$ cat src/hdl/vhi_defines.vh
// vhi_defines.vh: constants for the host vme interface (windows, modifiers, timing)
// assumes: included by vhi design files only; definitions only
`ifndef VHI_DEFINES_VH
`define VHI_DEFINES_VH
`define VHI_A16_LO 32'hC1000000
`define VHI_A16_HI 32'hC100FFFF
`define VHI_A16_VME 32'hFFFF0000
`define VHI_A32_LO 32'hC1010000
`define VHI_A32_HI 32'hE0BFFFFF
`define VHI_A32_VME 32'hE0010000
`define VHI_A24_LO 32'hE0C00000
`define VHI_A24_HI 32'hE0F3FFFF
`define VHI_A24_VME 32'hFFC00000
`define VHI_MAP_LO 32'hC1000000
`define VHI_MAP_HI 32'hF0000000
`define VHI_VME_MAP_MIN 32'h80000000
`define VHI_SLV32_HI 32'h7FFFFFFF
`define VHI_SLV24_HI 24'hBFFFFF
`define VHI_AM_W 6
// modifiers generated for processor cycles (supervisory or user data, single location or block)
`define VHI_AM_A32_SUP 6'h0D
`define VHI_AM_A24_SUP 6'h3D
`define VHI_AM_A16_SUP 6'h2D
`define VHI_AM_A32_USR 6'h09
`define VHI_AM_A24_USR 6'h39
`define VHI_AM_A16_USR 6'h29
`define VHI_AM_A32_BLK_SUP 6'h0F
`define VHI_AM_A24_BLK_SUP 6'h3F
`define VHI_AM_A32_BLK_USR 6'h0B
`define VHI_AM_A24_BLK_USR 6'h3B
// bus timer
`define VHI_CLK_HZ 10000000
`define VHI_TOUT_US 64
`define VHI_TOUT_CYC ((`VHI_TOUT_US * (`VHI_CLK_HZ / 1000000)))
`define VHI_TMR_W 10
// arbiter
`define VHI_SLOTS 4
`define VHI_LEVELS 4
`define VHI_ARB_W 4
`define VHI_ARB_RST 4'h0
`define VHI_ARB_PRI_BIT 0
`define VHI_ARB_RR_BIT 1
`define VHI_ARB_ROR_BIT 2
`define VHI_ARB_HOST_BIT 3
`endif

$ cat src/hdl/vhi_host_if.v
// vhi_host_if.v: host vme interface - window map, modifier generation, slave decode,
// bus timer and slot arbitration. assumes all inputs sync to sys_clk, strobes active high.
// Notes on behaviour
// master drives six-bit modifier with address
// modifier encodes width, block, privilege
// host makes modifier for processor cycles
// processor C1000000..F0000000 maps above 80000000; code maps only C1000000..E0F3FFFF, the rest is flagged
// A32 window offset-preserving translation
// A24 window offset-preserving translation
// A16 window offset-preserving translation
// accept listed A32 master modifiers only
// accept listed A24 master modifiers only
// slave answers within 64 microseconds
// timeout asserts bus error, system fault
// per-slot request and direct grant
// grant then bus busy until release
// no bus clear to current master
// all four request levels honoured
// priority, round robin, release-on-request combinable
// reset default straight slot priority
// scheme held in processor read/write register
// short, standard, extended per cycle
// block aligned; single width alignment rules
// unmapped or unlisted accesses ignored
`include "vhi_defines.vh"
module vhi_host_if
(
  input wire sys_clk,
  input wire rst,
  // processor side
  input wire cpu_req,
  input wire [31:0] cpu_addr,
  input wire cpu_wr,
  input wire [1:0] cpu_size,
  input wire cpu_blk,
  input wire cpu_sup,
  output reg cpu_ack_q,
  output reg cpu_err_q,
  output reg cpu_bad_q,
  // arbitration scheme register
  input wire cfg_wr,
  input wire [`VHI_ARB_W-1:0] cfg_wdata,
  output reg [`VHI_ARB_W-1:0] cfg_rdata_q,
  input wire [`VHI_SLOTS-1:0] rr_slots,
  input wire [`VHI_SLOTS-1:0] cpu_slots,
  // vme master side
  output reg [31:0] vme_addr_q,
  output reg [5:0] vme_am_q,
  output reg vme_as_q,
  output reg vme_ds_q,
  output reg vme_write_q,
  output reg vme_bbsy_q,
  input wire vme_dtack,
  input wire vme_berr_in,
  output reg vme_berr_q,
  output reg sys_fault_q,
  // vme slave side
  input wire slv_as,
  input wire [31:0] slv_addr,
  input wire [5:0] slv_am,
  output reg slv_sel_q,
  output reg [31:0] slv_local_q,
  // arbitration
  input wire [`VHI_SLOTS*`VHI_LEVELS-1:0] bus_req,
  input wire bus_bbsy,
  output reg [`VHI_SLOTS*`VHI_LEVELS-1:0] bus_grant_q,
  output reg host_grant_q
);
  localparam ST_IDLE = 3'd0;
  localparam ST_ARB = 3'd1;
  localparam ST_CYC = 3'd2;
  localparam ST_DONE = 3'd3;
  localparam ST_BERR = 3'd4;
  localparam [31:0] TOUT_FULL = `VHI_TOUT_CYC;
  localparam [`VHI_TMR_W-1:0] TOUT = TOUT_FULL[`VHI_TMR_W-1:0];

  reg [2:0] st_q;
  reg [2:0] st_d;
  reg [`VHI_TMR_W-1:0] tmr_q;
  reg [`VHI_ARB_W-1:0] arb_q;
  reg [31:0] lat_addr_q;
  reg [1:0] lat_cls_q;
  reg lat_blk_q;
  reg lat_sup_q;
  reg lat_wr_q;
  wire [`VHI_SLOTS*`VHI_LEVELS-1:0] arb_grant;
  wire arb_busy;

  // window class: 0 none, 1 A16, 2 A24, 3 A32
  function [1:0] win_class;
    input [31:0] a;
    begin
      if (a >= `VHI_A16_LO && a <= `VHI_A16_HI)
        win_class = 2'd1;
      else if (a >= `VHI_A32_LO && a <= `VHI_A32_HI)
        win_class = 2'd3;
      else if (a >= `VHI_A24_LO && a <= `VHI_A24_HI)
        win_class = 2'd2;
      else
        win_class = 2'd0;
    end
  endfunction

  // translated address keeps the offset inside the window
  function [31:0] xlate;
    input [31:0] a;
    input [1:0] c;
    begin
      case (c)
        2'd1: xlate = a - `VHI_A16_LO + `VHI_A16_VME;
        2'd2: xlate = a - `VHI_A24_LO + `VHI_A24_VME;
        2'd3: xlate = a - `VHI_A32_LO + `VHI_A32_VME;
        default: xlate = 32'h00000000;
      endcase
    end
  endfunction

  // one modifier per transfer type: width class, block, privilege
  function [5:0] am_gen;
    input [1:0] c;
    input b;
    input p;
    begin
      case ({c, b, p})
        4'b0100: am_gen = `VHI_AM_A16_USR;
        4'b0101: am_gen = `VHI_AM_A16_SUP;
        4'b1000: am_gen = `VHI_AM_A24_USR;
        4'b1001: am_gen = `VHI_AM_A24_SUP;
        4'b1010: am_gen = `VHI_AM_A24_BLK_USR;
        4'b1011: am_gen = `VHI_AM_A24_BLK_SUP;
        4'b1100: am_gen = `VHI_AM_A32_USR;
        4'b1101: am_gen = `VHI_AM_A32_SUP;
        4'b1110: am_gen = `VHI_AM_A32_BLK_USR;
        4'b1111: am_gen = `VHI_AM_A32_BLK_SUP;
        default: am_gen = `VHI_AM_A16_SUP;
      endcase
    end
  endfunction

  // alignment: block longword only; word even; longword on four
  function aligned;
    input [31:0] a;
    input [1:0] sz;
    input b;
    begin
      if (b)
        aligned = (a[1:0] == 2'b00) && (sz == 2'd2);
      else if (sz == 2'd1)
        aligned = (a[0] == 1'b0);
      else if (sz == 2'd2)
        aligned = (a[1:0] == 2'b00);
      else
        aligned = (sz == 2'd0);
    end
  endfunction

  // slave decode of an external master access
  function slv_hit;
    input [31:0] a;
    input [5:0] m;
    begin
      case (m)
        6'h08, 6'h09, 6'h0A, 6'h0B, 6'h0C, 6'h0D, 6'h0E, 6'h0F:
          slv_hit = (a <= `VHI_SLV32_HI);
        6'h38, 6'h39, 6'h3A, 6'h3C, 6'h3D, 6'h3E:
          slv_hit = (a[23:0] <= `VHI_SLV24_HI);
        default:
          slv_hit = 1'b0;
      endcase
    end
  endfunction

  wire [1:0] cls = win_class(cpu_addr);
  wire cpu_ok = (cls != 2'd0) && aligned(cpu_addr, cpu_size, cpu_blk);
  wire host_req = (st_q == ST_ARB);

  vhi_arbiter u_arb
  (
    .sys_clk(sys_clk),
    .rst(rst),
    .req(bus_req),
    .rr_slots(rr_slots),
    .cpu_slots(cpu_slots),
    .rr_en(arb_q[`VHI_ARB_RR_BIT]),
    .bbsy_in(bus_bbsy | vme_bbsy_q),
    .grant_q(arb_grant),
    .busy_q(arb_busy)
  );

  // scheme register, straight priority after reset
  always @(posedge sys_clk)
  begin
    if (rst)
      arb_q <= `VHI_ARB_RST;
    else if (cfg_wr)
      arb_q <= cfg_wdata;
  end

  // host gets the bus when no slot holds it and either none waits or the host bit is set; with release-on-request it also
  // drops bus busy between cycles if a slot is waiting
  wire slot_wait = |bus_req;
  wire host_win = !arb_busy && !bus_bbsy && (arb_q[`VHI_ARB_HOST_BIT] || !slot_wait);

  always @*
  begin
    st_d = st_q;
    case (st_q)
      ST_IDLE:
        if (cpu_req && cpu_ok)
          st_d = ST_ARB;
      ST_ARB:
        if (host_win || vme_bbsy_q)
          st_d = ST_CYC;
      ST_CYC:
        if (vme_dtack)
          st_d = ST_DONE;
        else if (vme_berr_in || tmr_q == TOUT - 1)
          st_d = ST_BERR;
      ST_DONE:
        st_d = ST_IDLE;
      ST_BERR:
        st_d = ST_IDLE;
      default:
        st_d = ST_IDLE;
    endcase
  end

  always @(posedge sys_clk)
  begin
    if (rst)
    begin
      st_q <= ST_IDLE;
      tmr_q <= 10'h000;
      lat_addr_q <= 32'h00000000;
      lat_cls_q <= 2'd0;
      lat_blk_q <= 1'b0;
      lat_sup_q <= 1'b0;
      lat_wr_q <= 1'b0;
      vme_addr_q <= 32'h00000000;
      vme_am_q <= 6'h00;
      vme_as_q <= 1'b0;
      vme_ds_q <= 1'b0;
      vme_write_q <= 1'b0;
      vme_bbsy_q <= 1'b0;
      vme_berr_q <= 1'b0;
      sys_fault_q <= 1'b0;
      cpu_ack_q <= 1'b0;
      cpu_err_q <= 1'b0;
      cpu_bad_q <= 1'b0;
    end
    else
    begin
      st_q <= st_d;
      cpu_ack_q <= 1'b0;
      cpu_err_q <= 1'b0;
      vme_berr_q <= 1'b0;
      sys_fault_q <= 1'b0;
      // unmapped or misaligned processor access is flagged, never forwarded
      cpu_bad_q <= (st_q == ST_IDLE) && cpu_req && !cpu_ok;
      if (st_q == ST_IDLE && cpu_req && cpu_ok)
      begin
        lat_addr_q <= cpu_addr;
        lat_cls_q <= cls;
        lat_blk_q <= cpu_blk;
        lat_sup_q <= cpu_sup;
        lat_wr_q <= cpu_wr;
      end
      if (st_q == ST_ARB && st_d == ST_CYC)
      begin
        vme_bbsy_q <= 1'b1;
        vme_addr_q <= xlate(lat_addr_q, lat_cls_q);
        vme_am_q <= am_gen(lat_cls_q, lat_blk_q, lat_sup_q);
        vme_write_q <= lat_wr_q;
        vme_as_q <= 1'b1;
        vme_ds_q <= 1'b1;
      end
      // bus timer runs only while strobes wait for acknowledge
      if (st_q == ST_CYC)
        tmr_q <= tmr_q + 10'h001;
      else
        tmr_q <= 10'h000;
      if ((st_q == ST_CYC) && (st_d != ST_CYC))
      begin
        vme_as_q <= 1'b0;
        vme_ds_q <= 1'b0;
        cpu_ack_q <= (st_d == ST_DONE);
        cpu_err_q <= (st_d == ST_BERR);
        vme_berr_q <= (st_d == ST_BERR);
        sys_fault_q <= (st_d == ST_BERR);
        // release the bus when a slot waits and release-on-request is chosen
        if (arb_q[`VHI_ARB_ROR_BIT] && slot_wait)
          vme_bbsy_q <= 1'b0;
      end
      if (st_q == ST_IDLE && !cpu_req)
        vme_bbsy_q <= 1'b0;
    end
  end

  always @(posedge sys_clk)
  begin
    if (rst)
    begin
      slv_sel_q <= 1'b0;
      slv_local_q <= 32'h00000000;
      bus_grant_q <= 16'h0000;
      host_grant_q <= 1'b0;
      cfg_rdata_q <= `VHI_ARB_RST;
    end
    else
    begin
      slv_sel_q <= slv_as && slv_hit(slv_addr, slv_am);
      slv_local_q <= (slv_am[5:4] == 2'b11) ? {8'h00, slv_addr[23:0]} : slv_addr;
      bus_grant_q <= arb_grant;
      host_grant_q <= vme_bbsy_q;
      cfg_rdata_q <= arb_q;
    end
  end
endmodule // vhi_host_if

$ cat src/hdl/vhi_arbiter.v
// vhi_arbiter.v: slot arbiter with direct grant per slot and four request levels
// assumes: requests are sync to sys_clk; bbsy_in high while any master holds the bus
`include "vhi_defines.vh"
module vhi_arbiter
(
  input wire sys_clk,
  input wire rst,
  input wire [`VHI_SLOTS*`VHI_LEVELS-1:0] req,
  input wire [`VHI_SLOTS-1:0] rr_slots,
  input wire [`VHI_SLOTS-1:0] cpu_slots,
  input wire rr_en,
  input wire bbsy_in,
  output reg [`VHI_SLOTS*`VHI_LEVELS-1:0] grant_q,
  output reg busy_q
);
  reg [1:0] last_q;
  reg [1:0] win;
  reg found;
  reg [`VHI_SLOTS-1:0] any_req;
  reg [1:0] rr_idx;
  integer s;
  integer l;
  integer k;
  reg [1:0] lvl [0:`VHI_SLOTS-1];
  always @*
  begin
    for (s = 0; s < `VHI_SLOTS; s = s + 1)
    begin
      any_req[s] = 1'b0;
      lvl[s] = 2'd0;
      // level 0 preferred, higher levels still honoured
      for (l = `VHI_LEVELS-1; l >= 0; l = l - 1)
        if (req[s*`VHI_LEVELS+l])
        begin
          any_req[s] = 1'b1;
          lvl[s] = l[1:0];
        end
    end
    found = 1'b0;
    win = 2'd0;
    rr_idx = 2'd0;
    // round robin among marked slots starting after last winner
    // two-bit index wraps by itself, so no modulo and no wide result
    if (rr_en)
      for (k = 1; k <= `VHI_SLOTS; k = k + 1)
      begin
        rr_idx = last_q + k[1:0];
        if (!found && any_req[rr_idx] && rr_slots[rr_idx])
        begin
          found = 1'b1;
          win = rr_idx;
        end
      end
    // straight priority, lowest non-processor slot first
    for (s = 0; s < `VHI_SLOTS; s = s + 1)
      if (!found && any_req[s] && !cpu_slots[s])
      begin
        found = 1'b1;
        win = s[1:0];
      end
    for (s = 0; s < `VHI_SLOTS; s = s + 1)
      if (!found && any_req[s])
      begin
        found = 1'b1;
        win = s[1:0];
      end
  end
  // no bus clear: a master is never asked to let go early
  always @(posedge sys_clk)
  begin
    if (rst)
    begin
      grant_q <= 16'h0000;
      busy_q <= 1'b0;
      last_q <= 2'd3;
    end
    else if (busy_q)
    begin
      // grant holds until the master drops request and bus busy
      if (!bbsy_in && (grant_q & req) == 16'h0000)
      begin
        busy_q <= 1'b0;
        grant_q <= 16'h0000;
      end
    end
    else if (found && !bbsy_in)
    begin
      grant_q <= 16'h0001 << {win, lvl[win]};
      busy_q <= 1'b1;
      last_q <= win;
    end
  end
endmodule // vhi_arbiter

$ cat config.mk
export PLATFORM = sky130hd
export DESIGN_NAME = vhi_host_if
export DESIGN_NICKNAME = d
export VERILOG_FILES = /design/src/hdl/vhi_host_if.v /design/src/hdl/vhi_arbiter.v
export VERILOG_INCLUDE_DIRS = /design/src /design/src/hdl
export SDC_FILE = /design/constraint.sdc
export NUM_CORES = 1
export LEC_CHECK = 0
export ABC_CLOCK_PERIOD_IN_PS = 5300
export BUFFER_PORTS_ARGS = -buffer_cell sky130_fd_sc_hd__buf_2
export CORE_MARGIN = 3
export CORE_UTILIZATION = 30
export DETAILED_ROUTE_END_ITERATION = 8
export HOLD_SLACK_MARGIN = 0.02
export PLACE_DENSITY = 0.62
export SLEW_MARGIN = 20
export SYNTH_ARGS = -nofsm -noshare
export SYNTH_HDL_FRONTEND = slang
export SYNTH_SLANG_ARGS = --single-unit
$ cat constraint.sdc
create_clock -name sys_clk -period 5.3 [get_ports sys_clk]
set_input_delay 0.265 -clock sys_clk [delete_from_list [all_inputs] [get_ports sys_clk]]
set_output_delay 0.265 -clock sys_clk [all_outputs]
set_load 0.005 [all_outputs]
== Word level (Yosys, flattened, before mapping) ==
Memory sizes are Yosys's and may differ from the RTL's. A register that Yosys moved wholly into a read port is not among the register bits.
Cells that the tools add are included.

* Logic and storage cells: 265
* Bits in read-only memories: 64
* Input port bits: 111
* Memories: 1
* Output and inout port bits: 101
* Flip-flop bits (word level): 171

{| class="wikitable"
|+ Memories
! name !! depth !! width !! rd ports !! clocked after memory_dff !! wr ports !! line !! source
|-
| (name not given) || 16 || 4 || 1 || 1 || 0 || vhi_host_if.v:124 || <nowiki>case ({c, b, p})</nowiki>
|}

* Multiplexer cells: 103
* Reductions and logical operators: 77
* Equal/unequal tests: 28
* Shift-type cells: 1
* Bitwise operators: 7
* $add $sub $neg: 10
* Order comparisons: 13

{| class="wikitable"
|+ Operators by type and width
! operator !! count
|-
| 32-bit adder (second input constant) || 3
|-
| 32-bit greater-or-equal comparator (second input constant) || 3
|-
| 32-bit less-or-equal comparator (second input constant) || 3
|-
| 32-bit case mux with 3 select lines || 1
|-
| 32-bit subtractor (second input constant) || 3
|-
| 2-bit 2-to-1 mux || 34
|-
| 1-bit 2-to-1 mux || 50
|-
| 6-bit by 4-bit == test with 1-bit output (second input constant) || 8
|-
| 16-bit 2-to-1 mux || 3
|-
| 1-bit logical AND || 37
|-
| 6-bit == test (second input constant) || 6
|-
| 32-bit by 31-bit less-or-equal comparator with 1-bit output (second input constant) || 1
|-
| 24-bit less-or-equal comparator (second input constant) || 1
|-
| 1-bit logical NOT || 21
|-
| 16-bit AND || 1
|-
| 1-bit binary-select mux with 2-bit select || 8
|-
| 16-bit logical NOT || 1
|-
| 16-bit OR reduction || 1
|-
| 1-bit by 4-bit << shifter with 16-bit output (first input constant) || 1
|-
| 2-bit by 3-bit less-than comparator with 1-bit output (second input constant) || 4
|-
| 3-bit 2-to-1 mux || 4
|-
| 10-bit by 1-bit adder with 10-bit output (second input constant) || 1
|-
| 10-bit == test (second input constant) || 1
|-
| 2-bit OR reduction || 5
|-
| other kinds (23) || 38
|}

== Depth between registers and ports, before layout ==
* Word-level depth: 59
* Gate-level depth with buffers: 9
* Mapped depth without buffers: 8

== By module ==
Synthesis repeated with hierarchy kept, for this count alone.

* Cell total of the unflattened synthesis: 789
* Area total of the unflattened synthesis: 7228.2 µm²

{| class="wikitable"
|+ By module, submodules not included
! module !! sequential area each (µm²) !! times used !! area an instance (µm²) !! cells an instance
|-
| vhi_host_if || 3022.9 || 1 || 5851.9 || 653
|-
| vhi_arbiter || 380.4 || 1 || 1376.3 || 136
|}

== Least setup slack after synthesis ==
No wires, ideal clock.

* Kind: flip-flop to flip-flop
* From: register lat_addr_q[16]
* To: register vme_addr_q[30]
* Setup time: 132 ps
* Cell stages (with the launch flop): 9
* Required time: 5168 ps
* Path buffers: 0
* Slack: 3045 ps
* Clock period less this slack: 2255 ps
* Data arrival time: 2124 ps
* Cells stage by stage: dfxtp_1 > inv_1 > ha_1 > nor3b_1 > a21boi_0 > or4b_2 > xnor2_1 > a221oi_1 > nor3_1

* Longest elaborated chain between the ends: 3
* Elaborated cells on any way between the ends: 7
* Classes of those cells: add/sub (6); mux (1)

{| class="wikitable"
|+ Ends and longest elaborated chain
! element !! line !! source
|-
| start, declared || vhi_host_if.v:81 || <nowiki>reg [31:0] lat_addr_q;</nowiki>
|-
| start signal, assigned || vhi_host_if.v:262 || <nowiki>lat_addr_q <= cpu_addr;</nowiki>
|-
| 32-bit subtractor (no source line) || - ||
|-
| 32-bit adder (no source line) || - ||
|-
| 32-bit case mux with 3 select lines * || vhi_host_if.v:109 || <nowiki>case (c)</nowiki>
|-
| end signal, assigned || vhi_host_if.v:271 || <nowiki>vme_addr_q <= xlate(lat_addr_q, lat_cls_q);</nowiki>
|-
| end, declared || vhi_host_if.v:47 || <nowiki>output reg [31:0] vme_addr_q,</nowiki>
|}

Mark *: on every way between the ends. The rest lies on a longest branch, timed or not.
A chain may end at the register's enable or synchronous reset.

== Worst setup path after layout ==
Same ends and word-level chain as after synthesis.

==> results.yml <==
logic_synthesis:
  syn-cell-area_um2: 6940
  syn_inst: 747
  yosysWarnings: 0
  syn_avg_cell_area_um2: 9.29
  yosysSeqAreaShare_pct: 49.0
  synth_top_area_cell: "dfxtp_1"
  syn_nets: 862
  synth-edff-count: 0
  ys_ff_latch: 170
  async_flop_share_pct: 0
  synth_top_area_share_pct: 49.0
  yosysUniqueCellTypes: 69
  ys_top_cells_by_area: "dfxtp_1, mux2i_1, nor2_1"
  synth_ff_type: "dfxtp_1"
route:
  drc: 0
  drtAntennaViolNets: 0
  wirelength_um: 18500
  vias: 5968
  drt_iter0_drc: 213
  drt-wirelength-per-cell_um: 15.1
  first_pass_iters: 6
  drt-vias-per-instance: 4.86
worst_hold_path:
  min_path_type: "in -> reg"
  hp-start: "slv_addr[28]"
timing:
  fmaxAchievable_mhz: 391
  finalCritPeriodShare_pct: 48.2
  rsz0062_at_grt: "false"
  tightest_slew_ns: 0.768
  hold_violations: 0
  skew_ns: 0.0105
  maxSlewHeadroom_pct: 48.8
  setup-tns-final_ns: 0
  fin_crit_ns: 2.56
  setup_viol: 0
  slew_violations: 0
outcome:
  status: "complete, no violations"
setup_path:
  worst_path_largest_cell_delay_ns: 0.68
  crit_slowest_cell: "or4b_2"
  path_class: "reg -> reg"
  worstRegToRegCells: 8
  crit_start: "lat_addr_q[16]$_SDFFE_PP0P_"
  reg2reg_to: "vme_addr_q[30]$_SDFFE_PP0P_"
  required_ns: 5.58
  reg2reg_from: "lat_addr_q[16]$_SDFFE_PP0P_"
  arrival_ns: 2.83
  crit_buf_inv: 1
  cp.depth: 8
  critical_path.top_delay_family: "simple AND/OR/NAND/NOR gates"
  worstPathMaxFanout: 6
  reg2reg_slack_ns: 2.74
  cp-end-kind: "flip-flop"
  crit_end: "vme_addr_q[30]$_SDFFE_PP0P_"
  path_cells: "inv_1 -> ha_1 -> nor3b_1 -> a21boi_0 -> or4b_2 -> xnor2_1 -> a221oi_1 -> nor3_1"
  startpoint_type: "flip-flop"
global_route:
  grt_pass1_vias: 5567
  antenna_found_initial: 0
  grt_overflow: 0
  track_usage_pct: 14.3
  grt_max_degree: 73
  grt_pass1_wl_um: 28700
layout:
  final_area_um2: 8750
  drive_gt1_share_pct: 28.5
  fill_cells: 2302
  insertedDiodeCount: 0
  final_cell_mix: "buf_2, dfxtp_1, nor2_1, nand2_1, nor2b_1"
  fin_nets: 1046
  area.growth.synth_to_final_pct: 26.1
  final_common_cell: "buf_2"
die:
  fp-row-count: 55
  initial_core_util_pct: 30.6
  die-area_um2: 25000
  io_pins: 212
  coreArea_um2: 22700
  die_w_um: 158
  die_h_um: 158
cts:
  clockBufferDepth: 2
  cts.hold.buffers_added: 1
  numCtsBuffers: 17
  post_cts_buffers: 0
  cts-root-buf: "clkbuf_16"
  clkSinkCount: 170
  cts.repair.resized: 0
  htreeDepth: 4
  clock_latency_ns: 0.42
  cts_tree: "done"
  clk_pin_slew_ns: 0.07
placement:
  portBuffers: 210
  hpwl_um: 13200
  placed_area_um2: 8150
  gp_congestion: 0.823
run:
  cap_violations: 0
power_and_ir_drop:
  peakVddDrop_mv: 0.180
  total_power_uw: 2740
  p_leak_uw: 0.00384
  power.density_nw_per_um2: 313
-- power breakdown --
| part | internal, uW | switching (uW) |
|---|---|---|
| registers | 1300 | 13.5 |
| logic | 84.0 | 112 |
| clock network | 667 | 564 |
| total | 2050 | 689 |
-- worst min path at each step --
stage / slack [ns] / cells after the start / endpoint
after floorplan: 0.38 / 2 / slv_sel_q$_SDFF_PP0_
after global placement: 0.44 / 2 / vme_addr_q[12]$_SDFFE_PP0P_
after detailed placement: 0.44 / 2 / vme_addr_q[29]$_SDFFE_PP0P_
after CTS: 0.02 / 2 / slv_local_q[28]$_SDFF_PP0_
after global routing: 0.03 / 2 / slv_local_q[26]$_SDFF_PP0_
final: 0.05 / 2 / slv_local_q[28]$_SDFF_PP0_
-- flip-flops by register name (all words and copies together) (netlist names), 2 cells and up --
register	flops
lat_addr_q	32
slv_local_q	32
vme_addr_q	32
bus_grant_q	16
u_arb.grant_q	16
tmr_q	10
vme_am_q	5
arb_q	4
cfg_rdata_q	4
st_q	3
lat_cls_q	2
u_arb.last_q	2
-- logic make-up after synthesis --
group                    after synthesis  share of synthesized area (%)
flip-flops                           170                           49.0
multiplexers                          42                           6.09
XOR/XNOR                              18                           2.27
adder cells (fa/ha/maj)                4                          0.721
AND/OR/NAND/NOR                      316                           23.2
buffers and inverters                 64                           4.20
AO/OA/AOI/OAI                        133                           14.5
-- worst reg2reg max path, cell delays in order, from the launching register on --
cell	delay, ns
dfxtp_1	0.36
inv_1	0.07
ha_1	0.17
nor3b_1	0.41
a21boi_0	0.24
or4b_2	0.68
xnor2_1	0.15
a221oi_1	0.27
nor3_1	0.07
-- per-layer routing --
metal / track usage (%) / part of all wire [%] / vias up / routed length [um]
met5: 0 / 0 / - / 0
met2: 23.5 / 45 / 191 / 8420
met1: 18.3 / 46 / 2774 / 8520
li1: - / - / 2984 / -
met4: 3.44 / 1.1 / 0 / 202
met3: 4.84 / 7.5 / 19 / 1400
-- synthesized netlist by cell type (all sizes together), types with 3 or more instances --
| library cell | number |
|---|---|
| xnor2 | 11 |
| and2 | 10 |
| a31oi | 5 |
| and3 | 6 |
| buf | 22 |
| nor4b | 7 |
| or2 | 4 |
| a21oi | 42 |
| o31ai | 5 |
| dfxtp | 170 |
| or3 | 7 |
| a221oi | 7 |
| nor4 | 12 |
| nor2 | 91 |
| o211ai | 8 |
| nand2 | 62 |
| o41ai | 3 |
| nor3b | 4 |
| o22ai | 4 |
| nor3 | 26 |
| nor2b | 47 |
| o21ai | 14 |
| nand3 | 29 |
| mux2i | 40 |
| a22oi | 9 |
| clkbuf | 28 |
| a211oi | 7 |
| nand2b | 4 |
| inv | 14 |
| xor2 | 7 |
| ha | 4 |
| a32o | 5 |
-- metrics by stage --
stage	cells	setup slack [ns]	util, %	hold slack (ns)
floorplan	747	3.04	-	0.383
global placement	1196	2.33	35.9	0.436
detailed placement	1196	2.32	35.9	0.443
CTS	1229	2.70	38.5	0.0205
global route	1229	2.58	38.5	0.0272
finish	1229	2.74	38.5	0.0451
-- area by class of cell --
type | count | area, um^2 | area share, %
repair buffers | 215 | 1090 | 12.5
clock buffers | 17 | 425 | 4.86
flip-flops and latches | 170 | 3400 | 38.9
clock inverters | 15 | 165 | 1.89
inverters | 14 | 52.6 | 0.601
well taps | 285 | 357 | 4.07
multi-input cells | 513 | 3250 | 37.2
No activity file was read; power rests on OpenSTA's default activity.
